==> config.mk <==
export PLATFORM = sky130hd
export DESIGN_NAME = pfm_monitor
export DESIGN_NICKNAME = d
export VERILOG_FILES = /design/src/pfm_pkg.sv /design/src/pfm_monitor.sv /design/src/pfm_scaler.sv /design/src/pfm_outsel.sv
export VERILOG_INCLUDE_DIRS = /design/src /design/src/src
export SDC_FILE = /design/constraint.sdc
export NUM_CORES = 2
export LEC_CHECK = 0
export ABC_AREA = 1
export BUFFER_PORTS_ARGS = -buffer_cell sky130_fd_sc_hd__buf_2
export CORE_MARGIN = 2
export CORE_UTILIZATION = 40
export DETAILED_ROUTE_END_ITERATION = 10
export GPL_ROUTABILITY_DRIVEN = 0
export PLACE_DENSITY = 0.61
export RECOVER_POWER = 50
export SLEW_MARGIN = 30
export SYNTH_ARGS = -nofsm -noshare
export SYNTH_HDL_FRONTEND = slang
export SYNTH_SLANG_ARGS = --single-unit
==> constraint.sdc <==
create_clock -name clk -period 74.3 [get_ports clk]
set_input_delay 0 -clock clk [delete_from_list [all_inputs] [get_ports clk]]
set_output_delay 0 -clock clk [all_outputs]
set_load 0.02 [all_outputs]
==> src/pfm_cfg.svh <==
`ifndef PFM_CFG_SVH
`define PFM_CFG_SVH

// Register indices on the plain register port
`define PFM_A_CTRL      4'h0
`define PFM_A_OUTSEL    4'h1
`define PFM_A_LIMITS    4'h2
`define PFM_A_THRESH    4'h3
`define PFM_A_PCT       4'h4
`define PFM_A_SCALE     4'h5
`define PFM_A_KEYREF    4'h6
`define PFM_A_FIXREF    4'h7
`define PFM_A_STATUS    4'h8
`define PFM_A_IRQ_STAT  4'h9
`define PFM_A_IRQ_MASK  4'hA

// Field positions
`define PFM_F_PIDEN     1:0
`define PFM_F_FBSEL     3:2
`define PFM_F_INV       5:4
`define PFM_F_REFSRC    7:6
`define PFM_F_SEL11     7:0
`define PFM_F_SEL12     15:8
`define PFM_F_SELK      23:16
`define PFM_F_LO        9:0
`define PFM_F_HI        25:16
`define PFM_F_VAL       9:0
`define PFM_F_IRQ       1:0
`define PFM_F_ST_FLAG   0
`define PFM_F_ST_RUN    1
`define PFM_F_ST_PV     25:16

// Setting codes
`define PFM_PID_ON      2'h1
`define PFM_FB_CURRENT  2'h0
`define PFM_FB_VOLTAGE  2'h1
`define PFM_INV_ON      2'h1
`define PFM_SRC_FIXED   2'h1
`define PFM_OUT_FBV     8'h07

// Reset values (values in 0.1 % steps, 1000 = 100 %)
`define PFM_RST_FULL    10'h3E8
`define PFM_RST_ZERO    10'h000
`define PFM_PCT_SCALE   17'h0_0064

// Interrupt status bits
`define PFM_IRQ_RAISED  0
`define PFM_IRQ_DROPPED 1

`endif

==> src/pfm_pkg.sv <==
package pfm_pkg;

    typedef logic [9:0]        pfm_val_t;
    typedef logic signed [10:0] pfm_err_t;
    typedef logic [7:0]        pfm_sel_t;

    typedef struct packed {
        logic [1:0] pid_en;
        logic [1:0] fb_sel;
        logic [1:0] inv;
        logic [1:0] ref_src;
    } pfm_ctrl_t;

    typedef struct packed {
        pfm_val_t lower;
        pfm_val_t upper;
    } pfm_span_t;

    typedef struct packed {
        logic [3:0]  addr;
        logic [31:0] wdata;
        logic        wr;
        logic        rd;
    } pfm_bus_req_t;

    // Index 0 = digital output 11, 1 = digital output 12, 2 = signalling relay
    typedef logic [2:0] pfm_dout_t;

    typedef struct packed {
        pfm_ctrl_t        ctrl;
        pfm_sel_t [2:0]   sel;
        pfm_span_t        lim;
        pfm_span_t        thr;
        pfm_span_t        pct;
        pfm_val_t         scale;
        pfm_val_t         keyref;
        pfm_val_t         fixref;
        logic [1:0]       irq_stat;
        logic [1:0]       irq_mask;
        logic             irq;
        logic             flag;
        pfm_dout_t        dout;
        pfm_val_t         pv;
        pfm_val_t         sp;
        pfm_err_t         err;
        logic             raise;
        logic             lower;
        logic [31:0]      rdata;
    } pfm_state_t;

endpackage

==> src/pfm_monitor.sv <==
// Our own choices: the plain strobed port and the register offsets.
`timescale 1ns/100ps
`include "pfm_cfg.svh"

// What this block does
// - In run mode, flag sets when process value drops below the lower limit.
// - Set flag holds until process value rises above the upper limit.
// - Leaving run mode clears the flag whatever the process value.
// - Flag is an indication only; it never trips the drive or faults.
// - Output 11, output 12 or relay with selector code 07 follows the flag.
// - Feedback selector 00 takes the actual value from the current input.
// - Feedback selector 01 takes the actual value from the voltage input.
// - Without inversion, raise frequency below reference, lower it above.
// - Inversion setting 01 reverses the error sign.
// - Input window maps linearly onto feedback percentages; swapping them inverts.
// - With a scale factor, reference is in units; factor times 100 is 100 percent.
// - The reference is held as a 10-bit quantity.
// - Fixed reference 1 may replace the keypad reference as setpoint.
// - Scaling, inversion and flag run only while PID enable equals 01.
module pfm_monitor (
    // Clock, reset, enable
    input  wire logic               clk,
    input  wire logic               nrst,
    input  wire logic               ce,
    // Register port
    input  wire pfm_pkg::pfm_bus_req_t bus,
    output logic [31:0]             rdata,
    // Process side
    input  wire pfm_pkg::pfm_val_t  current_analog_input,
    input  wire pfm_pkg::pfm_val_t  voltage_analog_input,
    input  wire logic               run_mode,
    input  wire logic               sample_tick,
    // Results
    output logic                    feedback_check_flag,
    output pfm_pkg::pfm_dout_t      dout,
    output pfm_pkg::pfm_val_t       process_value,
    output pfm_pkg::pfm_val_t       setpoint,
    output pfm_pkg::pfm_err_t       control_error,
    output logic                    freq_raise,
    output logic                    freq_lower,
    output logic                    irq
);
    import pfm_pkg::*;

    pfm_state_t s;
    pfm_state_t next_s;
    pfm_val_t   fb_in;
    pfm_val_t   pv_raw;
    pfm_dout_t  dout_n;
    logic       pid_on;
    logic [16:0] ref_units;
    logic [16:0] sp_wide;
    logic [1:0]  ev;

    assign pid_on = (s.ctrl.pid_en == `PFM_PID_ON);

    // Other selector codes fall back to the current input
    assign fb_in = (s.ctrl.fb_sel == `PFM_FB_VOLTAGE) ? voltage_analog_input
                                                      : current_analog_input;

    pfm_scaler u_scaler (
        .x   (fb_in),
        .thr (s.thr),
        .pct (s.pct),
        .pv  (pv_raw)
    );

    pfm_outsel u_outsel (
        .sel  (next_s.sel),
        .flag (next_s.flag),
        .dout (dout_n)
    );

    always_comb begin
        next_s = s;
        next_s.rdata = 32'h0000_0000;
        ev = 2'b00;

        // Reference source and unit conversion
        ref_units = {7'h00, (s.ctrl.ref_src == `PFM_SRC_FIXED) ? s.fixref
                                                               : s.keyref};
        if (s.scale != `PFM_RST_ZERO) begin
            // Factor is held in tenths, so factor*100 units equals 1000 steps
            sp_wide = (ref_units * `PFM_PCT_SCALE) / {7'h00, s.scale};
        end else begin
            sp_wide = ref_units;
        end
        if (sp_wide > {7'h00, `PFM_RST_FULL}) begin
            sp_wide = {7'h00, `PFM_RST_FULL};
        end

        // Register writes
        if (bus.wr) begin
            case (bus.addr)
                `PFM_A_CTRL: begin
                    next_s.ctrl.pid_en  = bus.wdata[`PFM_F_PIDEN];
                    next_s.ctrl.fb_sel  = bus.wdata[`PFM_F_FBSEL];
                    next_s.ctrl.inv     = bus.wdata[`PFM_F_INV];
                    next_s.ctrl.ref_src = bus.wdata[`PFM_F_REFSRC];
                end
                `PFM_A_OUTSEL: begin
                    next_s.sel[0] = bus.wdata[`PFM_F_SEL11];
                    next_s.sel[1] = bus.wdata[`PFM_F_SEL12];
                    next_s.sel[2] = bus.wdata[`PFM_F_SELK];
                end
                `PFM_A_LIMITS: next_s.lim = '{bus.wdata[`PFM_F_LO], bus.wdata[`PFM_F_HI]};
                `PFM_A_THRESH: next_s.thr = '{bus.wdata[`PFM_F_LO], bus.wdata[`PFM_F_HI]};
                `PFM_A_PCT:    next_s.pct = '{bus.wdata[`PFM_F_LO], bus.wdata[`PFM_F_HI]};
                `PFM_A_SCALE:  next_s.scale  = bus.wdata[`PFM_F_VAL];
                `PFM_A_KEYREF: next_s.keyref = bus.wdata[`PFM_F_VAL];
                `PFM_A_FIXREF: next_s.fixref = bus.wdata[`PFM_F_VAL];
                `PFM_A_IRQ_STAT: next_s.irq_stat = s.irq_stat & ~bus.wdata[`PFM_F_IRQ];
                `PFM_A_IRQ_MASK: next_s.irq_mask = bus.wdata[`PFM_F_IRQ];
                default: ;
            endcase
        end

        // Register reads, answered in the next cycle
        if (bus.rd) begin
            case (bus.addr)
                `PFM_A_CTRL:   next_s.rdata[7:0] = {s.ctrl.ref_src, s.ctrl.inv,
                                                    s.ctrl.fb_sel, s.ctrl.pid_en};
                `PFM_A_OUTSEL: next_s.rdata[23:0] = {s.sel[2], s.sel[1], s.sel[0]};
                `PFM_A_LIMITS: next_s.rdata = {6'h00, s.lim.upper, 6'h00, s.lim.lower};
                `PFM_A_THRESH: next_s.rdata = {6'h00, s.thr.upper, 6'h00, s.thr.lower};
                `PFM_A_PCT:    next_s.rdata = {6'h00, s.pct.upper, 6'h00, s.pct.lower};
                `PFM_A_SCALE:  next_s.rdata[9:0] = s.scale;
                `PFM_A_KEYREF: next_s.rdata[9:0] = s.keyref;
                `PFM_A_FIXREF: next_s.rdata[9:0] = s.fixref;
                `PFM_A_STATUS: begin
                    next_s.rdata[`PFM_F_ST_FLAG] = s.flag;
                    next_s.rdata[`PFM_F_ST_RUN]  = run_mode;
                    next_s.rdata[`PFM_F_ST_PV]   = s.pv;
                end
                `PFM_A_IRQ_STAT: next_s.rdata[1:0] = s.irq_stat;
                `PFM_A_IRQ_MASK: next_s.rdata[1:0] = s.irq_mask;
                default: next_s.rdata = 32'h0000_0000;
            endcase
        end

        // Loop arithmetic, refreshed once per control sample
        if (!pid_on) begin
            next_s.raise = 1'b0;
            next_s.lower = 1'b0;
        end else if (sample_tick) begin
            next_s.pv = pv_raw;
            next_s.sp = sp_wide[9:0];
            if (s.ctrl.inv == `PFM_INV_ON) begin
                next_s.err = pfm_err_t'({1'b0, pv_raw}) - pfm_err_t'({1'b0, sp_wide[9:0]});
            end else begin
                next_s.err = pfm_err_t'({1'b0, sp_wide[9:0]}) - pfm_err_t'({1'b0, pv_raw});
            end
            next_s.raise = (next_s.err > 11'sd0);
            next_s.lower = (next_s.err < 11'sd0);
        end

        // Hysteresis monitor; it only drives outputs, no trip path exists
        if (!run_mode || !pid_on) begin
            next_s.flag = 1'b0;
        end else if (sample_tick) begin
            if (pv_raw < s.lim.lower) begin
                next_s.flag = 1'b1;
            end else if (pv_raw > s.lim.upper) begin
                next_s.flag = 1'b0;
            end
        end

        next_s.dout = dout_n;

        // Sticky events; a new event beats a clear in the same cycle
        ev[`PFM_IRQ_RAISED]  = next_s.flag & ~s.flag;
        ev[`PFM_IRQ_DROPPED] = ~next_s.flag & s.flag;
        next_s.irq_stat = next_s.irq_stat | ev;
        next_s.irq = |(next_s.irq_stat & next_s.irq_mask);
    end

    // Reset opens the input window to full span so feedback passes unscaled
    always_ff @(posedge clk) begin
        if (!nrst) begin
            s <= '0;
            s.thr.upper <= `PFM_RST_FULL;
            s.pct.upper <= `PFM_RST_FULL;
        end else if (ce) begin
            s <= next_s;
        end
    end

    assign rdata               = s.rdata;
    assign feedback_check_flag = s.flag;
    assign dout                = s.dout;
    assign process_value       = s.pv;
    assign setpoint            = s.sp;
    assign control_error       = s.err;
    assign freq_raise          = s.raise;
    assign freq_lower          = s.lower;
    assign irq                 = s.irq;
endmodule

==> src/pfm_scaler.sv <==
`timescale 1ns/100ps
module pfm_scaler (
    // Raw input and acceptance window
    input  wire pfm_pkg::pfm_val_t  x,
    input  wire pfm_pkg::pfm_span_t thr,
    // Feedback percentages at the window ends
    input  wire pfm_pkg::pfm_span_t pct,
    // Scaled feedback
    output logic [9:0]              pv
);
    import pfm_pkg::*;

    logic signed [22:0] num;
    logic signed [22:0] den;
    logic signed [22:0] res;

    // Straight line between the two window ends; swapped percentages give a falling line
    always_comb begin
        num = 23'(signed'({1'b0, x})) - 23'(signed'({1'b0, thr.lower}));
        num = num * (23'(signed'({1'b0, pct.upper})) - 23'(signed'({1'b0, pct.lower})));
        den = 23'(signed'({1'b0, thr.upper})) - 23'(signed'({1'b0, thr.lower}));
        res = 23'(signed'({1'b0, pct.lower}));
        if (x <= thr.lower || den <= 23'sd0) begin
            pv = pct.lower;
        end else if (x >= thr.upper) begin
            pv = pct.upper;
        end else begin
            res = res + num / den;
            pv = res[9:0];
        end
    end
endmodule

==> src/pfm_outsel.sv <==
`timescale 1ns/100ps
`include "pfm_cfg.svh"
module pfm_outsel (
    // Function selectors of the three switching outputs
    input  wire pfm_pkg::pfm_sel_t [2:0] sel,
    // Flag to route
    input  wire logic                    flag,
    // Output levels
    output pfm_pkg::pfm_dout_t           dout
);
    import pfm_pkg::*;

    // Other function codes belong to blocks outside this one and read low here
    for (genvar i = 0; i < 3; i++) begin : g_out
        assign dout[i] = (sel[i] == `PFM_OUT_FBV) ? flag : 1'b0;
    end
endmodule

-- After elaboration in Yosys (flattened, before gate mapping)
Cells that the tools add are included.
- input port bits: 63
- word-level logic and storage cells: 122
- register bits: 196
- output and inout port bits: 70
- add/sub/neg operators: 6
- multiply operators: 2
- eq/ne operators: 18
- reduce and logical (&&, ||, !) cells: 16
- order comparisons: 8
- bitwise logic cells: 8
- muxes and demuxes: 35
- divide/modulo/power cells: 2
- operator list (operator ; count):
    118-bit two-way mux ; 1
    10-bit two-way mux ; 8
    20-bit two-way mux ; 3
    10-bit by 10-bit subtractor with 11-bit output ; 5
    6-bit case mux with 8 select lines ; 1
    8-bit case mux with 5 select lines ; 1
    11-bit two-way mux ; 3
    26-bit two-way mux ; 1
    8-bit by 3-bit equality test with 1-bit output, second input constant ; 3
    24-bit two-way mux ; 1
    3-bit AND reduction ; 8
    23-bit by 23-bit divider with 23-bit output ; 1
    23-bit by 1-bit <= comparator with 1-bit output, second input constant ; 1
    23-bit by 23-bit multiplier with 23-bit output ; 1
    2-bit case mux with 11 select lines ; 1
    17-bit by 10-bit divider with 17-bit output ; 1
    17-bit by 10-bit greater-than comparator with 1-bit output, second input constant ; 1
    17-bit two-way mux ; 1
    4-bit by 3-bit equality test with 1-bit output, second input constant ; 4
    10-bit by 5-bit multiplier with 15-bit output, second input constant ; 1
    2-bit case mux with 7 select lines ; 1
    4-bit equality test, second input constant ; 3
    11-bit by 1-bit greater-than comparator with 1-bit output, second input constant ; 1
    11-bit by 1-bit < comparator with 1-bit output, second input constant ; 1
    24 further kinds ; 42

-- Longest topological paths before layout
- word-level depth: 18
- mapped depth: 453
- mapped depth without buffers: 439

-- Modules after synthesis
Synthesis repeated with hierarchy kept, for this count alone.
- cells, all modules: 6067
- area, all modules: 39216.4 um2
- by module, submodules not included (module ; instances ; area an instance (um2) ; cells an instance ; seq. area each (um2)):
    pfm_scaler ; 1 ; 21349.2 ; 3393 ; 0.0
    pfm_monitor ; 1 ; 17742.0 ; 2646 ; 3803.6
    pfm_outsel ; 1 ; 125.1 ; 28 ; 0.0

-- Least setup slack after synthesis
Ideal clock, no wire load.
- kind: flip-flop to flip-flop
- from: register s[193] (netlist bit)
- to: register s[72] (netlist bit)
- library setup time: 56 ps
- stages on the path, launching flop included: 422
- slack: 15759 ps
- clock period less this slack: 58541 ps
- data required time: 74244 ps
- buffers on the path: 19
- data arrival time: 58484 ps
- cells stage by stage: dfxtp_1 > inv_1 > nand2_1 > clkbuf_1 > mux2_2 > ha_1 > nand2_1 > o21ai_0 > nand2_1 > nand2_1 > a21oi_1 > or2_2 > nand2_1 > a21oi_1 > or2_2 > nand2_1 > a21oi_1 > or2_2 > (+386 left out) > xor2_1 > xor2_1 > or2_2 > a22oi_1 > ha_1 > nand2_1 > inv_1 > a221oi_1 > a211o_1 > nand2_1 > o21ai_0 > nand4_1 > nor2_1 > inv_1 > o22ai_1 > a21oi_1 > or2_2 > inv_1
- longest elaborated chain between the ends: 15
- elaborated cells between the ends (all ways): 19
- those cells by class: add/sub (2); mul (1); div (1); order compare (4); eq/ne (1); mux (7); bitwise (2); reduce/logical (1)
- ends and longest elaborated chain (item ; RTL line ; text):
    start, declared ; pfm_monitor.sv:45 ; pfm_state_t s;
    start signal, assigned ; pfm_monitor.sv:184 ; s <= next_s;
    2-bit by 1-bit equality test with 1-bit output (no line) * ; -- ;
    10-bit two-way mux * ; pfm_monitor.sv:58 ; assign fb_in = (s.ctrl.fb_sel == `PFM_FB_VOLTAGE) ? voltage_analog_input
    10-bit by 10-bit subtractor with 11-bit output ; pfm_scaler.sv:19 ; num = 23'(signed'({1'b0, x})) - 23'(signed'({1'b0, thr.lower}));
    23-bit by 23-bit multiplier with 23-bit output ; pfm_scaler.sv:20 ; num = num * (23'(signed'({1'b0, pct.upper})) - 23'(signed'({1'b0, pct.lower})));
    23-bit by 23-bit divider with 23-bit output ; pfm_scaler.sv:28 ; res = res + num / den;
    10-bit adder ; pfm_scaler.sv:28 ;
    10-bit two-way mux ; pfm_scaler.sv:25 ; end else if (x >= thr.upper) begin
    10-bit two-way mux * ; pfm_scaler.sv:23 ; if (x <= thr.lower || den <= 23'sd0) begin
    via pv_raw[9] ; pfm_monitor.sv:48 ; pfm_val_t pv_raw;
    10-bit greater-than comparator ; pfm_monitor.sv:163 ; end else if (pv_raw > s.lim.upper) begin
    1-bit two-way mux ; pfm_monitor.sv:163 ;
    1-bit two-way mux * ; pfm_monitor.sv:161 ; if (pv_raw < s.lim.lower) begin
    1-bit two-way mux * ; pfm_monitor.sv:160 ; end else if (sample_tick) begin
    1-bit two-way mux * ; pfm_monitor.sv:158 ; if (!run_mode || !pid_on) begin
    1-bit bitwise AND * ; pfm_monitor.sv:171 ; ev[`PFM_IRQ_RAISED] = next_s.flag & ~s.flag;
    2-bit bitwise OR * ; pfm_monitor.sv:173 ; next_s.irq_stat = next_s.irq_stat | ev;
Mark *: on every way through the listed nets, which the timed path passes. The rest lies on a longest branch.
A chain may end at the register's enable or synchronous reset.

-- Worst setup path in the final report
Same ends and word-level chain as after synthesis.

==> impl_results.md <==
* Setup_tns at 0 ns
* FF+latch count, synth at 190
* Unique masters post-synth at 69
* Antenna diode count at 0
* DIE HEIGHT at 312 µm
* First DRT Iteration DRCs at 2229
* Clock Sinks at 190
* First-pass GRT wire length at 172000 µm
* Sequential share of the synthesized area at 10.0%
* Setup violators final at 0
* Crit start category: register
* Post-DP HPWL at 84900 µm
* Crit-path slowest cell: fa_1
* Tot GR Track Use at 21.3%
* Most frequent CP cell: inv_1
* Cell Rows at 112
* Initial Utilization at 40.5%
* Most frequent cell after synthesis: nand2_1
* Post-synth top area cell: ha_1
* Initial antenna violation count at 0
* Worst Hold Margin at 0.0240 ns
* Worst Clk Skew at 0.00964 ns
* Fillers at 9990
* Slew at the pin closest to its max-slew limit at 1.35 ns
* Layout Area Growth over Synthesis at 7.49%
* Clock Pin Slew Worst Setup and Hold Paths at 0.08 ns
* Non-Filler Instances at 7204
* Inst Count DP at 7128
* Largest net degree at the start of global routing at 109
* FFs w/ async S/R, synth at 0%
* Arrival time worst endpoint at 66.56 ns
* Max-slew headroom at 9.83%
* Area contributors post-synth: ha_1 19%, nand2_1 11%, dfxtp_1 10%
* Synth cell count leaders: 1108 x nand2_1, 999 x inv_1, 578 x ha_1, 510 x a21oi_1, 492 x o21ai_0
* Fmax at 0.0151 GHz
* Chip Width at 312 µm
* CTS tree: built
* Number of synthesized flops with an enable pin at 0
* H-tree depth at 4
* Min Tclk post-route at 66.16 ns
* Crit-path max FO at 30
* Fin. max-slew vios at 0
* Wire length per cell at 14.6 µm
* CTS buffer count at 17
* Vias in the first global route at 34182
* Worst skew pair latency at 0.45 ns
* Clock Root Buffer: clkbuf_16
* Final period util at 89.0%
* CP Class: register to register
* Fin nets at 6712
* I/O pin cnt at 133
* Reg2Reg Setup Slack at 8.14 ns
* Hold Crit Class: input pin to register
* Synth Warn # at 0
* Setup crit end kind: register
* DRC at 0
* DRT Pass-1 Iters at 6
* Required @ worst endpoint at 74.70 ns
* Antenna-violating nets left at 0
* Syn_area_per_cell at 6.51 µm²
* Status: finished, final reports clean
* Total gr overflow at 0
* Vias after detailed routing at 36498
* Post-Syn Area at 37900 µm²
* Yosys top cell area share at 19.1%
* Count of max-cap constraint violations at 0
* Core area at 93600 µm²
* Full die area at 97200 µm²
* CTS Buffer Depth at 2
* DRT Wirelength at 105000 µm
* Crit-path max cell delay at 0.55 ns
* I/O Buffers at 120
* Cell count after synthesis at 5820
* Vias per cell at 5.07
* Top FF cell, synth: dfxtp_1
* RSZ-0062 raised after global routing: no
* Final hold violation count at 0
* Share of cells above drive strength 1 at 6.27%
## critical path, delay by kind of cell (launching register included)
| family | cells | cell delay [ns] |
|---|---|---|
| AO/OA/AOI/OAI | 165 | 27.93 |
| XOR/XNOR | 5 | 1.09 |
| adder cells (fa/ha/maj) | 33 | 11.26 |
| buffers and inverters | 89 | 9.22 |
| flip-flops | 1 | 0.31 |
| multiplexers | 1 | 0.45 |
| AND/OR/NAND/NOR | 121 | 15.60 |
## per-layer routing
layer	global-route usage [%]	wire (µm)	up-vias
met3	2.37	4930	125
met4	5.00	2400	0
met5	0	0	-
met1	29.0	50400	16486
li1	-	-	19074
met2	35.9	47100	813
## cell families (layout without fill, tap and decap cells)
group / after synthesis / in the layout / synth area share, %
and+or+nand+nor: 2021 / 2021 / 23.1
xor gates and xnor gates: 344 / 344 / 7.95
adders and majority gates: 712 / 712 / 26.2
DFF: 190 / 190 / 10.0
buffers and inverters: 1227 / 1275 / 13.0
AOI/OAI and AO/OA: 1307 / 1307 / 19.2
muxes: 17 / 17 / 0.476
other: 2 / 84 / 0.0198
## worst paths after layout
check                                       startpoint                endpoint  cells past startpoint
worst min register to register  rdata[13]$_SDFFE_PN0P_  rdata[13]$_SDFFE_PN0P_                      2
worst min-delay path                            bus[6]     s[118]$_SDFFE_PN0P_                      3
worst max-delay path               s[193]$_SDFFE_PN0P_      s[72]$_SDFFE_PN0P_                    414
worst max register to register     s[193]$_SDFFE_PN0P_      s[72]$_SDFFE_PN0P_                    414
## flip-flops by register name (all words and copies together), names as in the netlist, 3 cells and up
signal	cells
setpoint	10
dout	3
process_value	10
rdata	26
control_error	11
s	126
## repair_timing
action,in CTS,in global routing
buffers inserted,0,15
gates resized for setup,0,26
hold buffers,25,0
endpoints found under the setup margin,0,28
endpoints found under the hold margin,73,0
## area by class of cell
class / instances / area (µm²) / area share [%]
multi-input cells: 4485 / 29600 / 72.7
flip-flops and latches: 190 / 3800 / 9.34
repair buffers: 207 / 1220 / 3.00
clock inverters: 12 / 161 / 0.396
repair inverters: 4 / 20.0 / 0.0492
inverters: 1032 / 3900 / 9.58
well taps: 1254 / 1570 / 3.85
clock buffers: 20 / 457 / 1.12
## per-stage QoR
stage / instance area [µm²] / utilization (%) / worst slack, ns
4_1_cts: 40600 / 43.4 / 4.10
6_report: 40700 / 43.5 / 8.14
3_3_place_gp: 39700 / 42.4 / 5.47
5_1_grt: 40700 / 43.5 / 0.00577
2_1_floorplan: 38200 / - / 15.76
3_5_place_dp: 39700 / 42.4 / 4.38
## cells in the final DEF (no fill, tap or decap), types with 57 or more instances in the layout
| cell type | Yosys | routed |
|---|---|---|
| nand2_1 | 1108 | 1102 |
| inv_1 | 999 | 991 |
| ha_1 | 578 | 578 |
| a21oi_1 | 510 | 510 |
| o21ai_0 | 492 | 484 |
| nor2_1 | 435 | 431 |
| xor2_1 | 208 | 207 |
| dfxtp_1 | 190 | 190 |
| nand3_1 | 176 | 176 |
| xnor2_1 | 136 | 135 |
| fa_1 | 134 | 134 |
| conb_1 | 2 | 84 |
| clkbuf_1 | 108 | 71 |
| or2_2 | 67 | 67 |
| buf_4 | 69 | 57 |
Power is not shown: default switching activity piles up to over one toggle a cycle in this logic, so the estimate is an artifact.
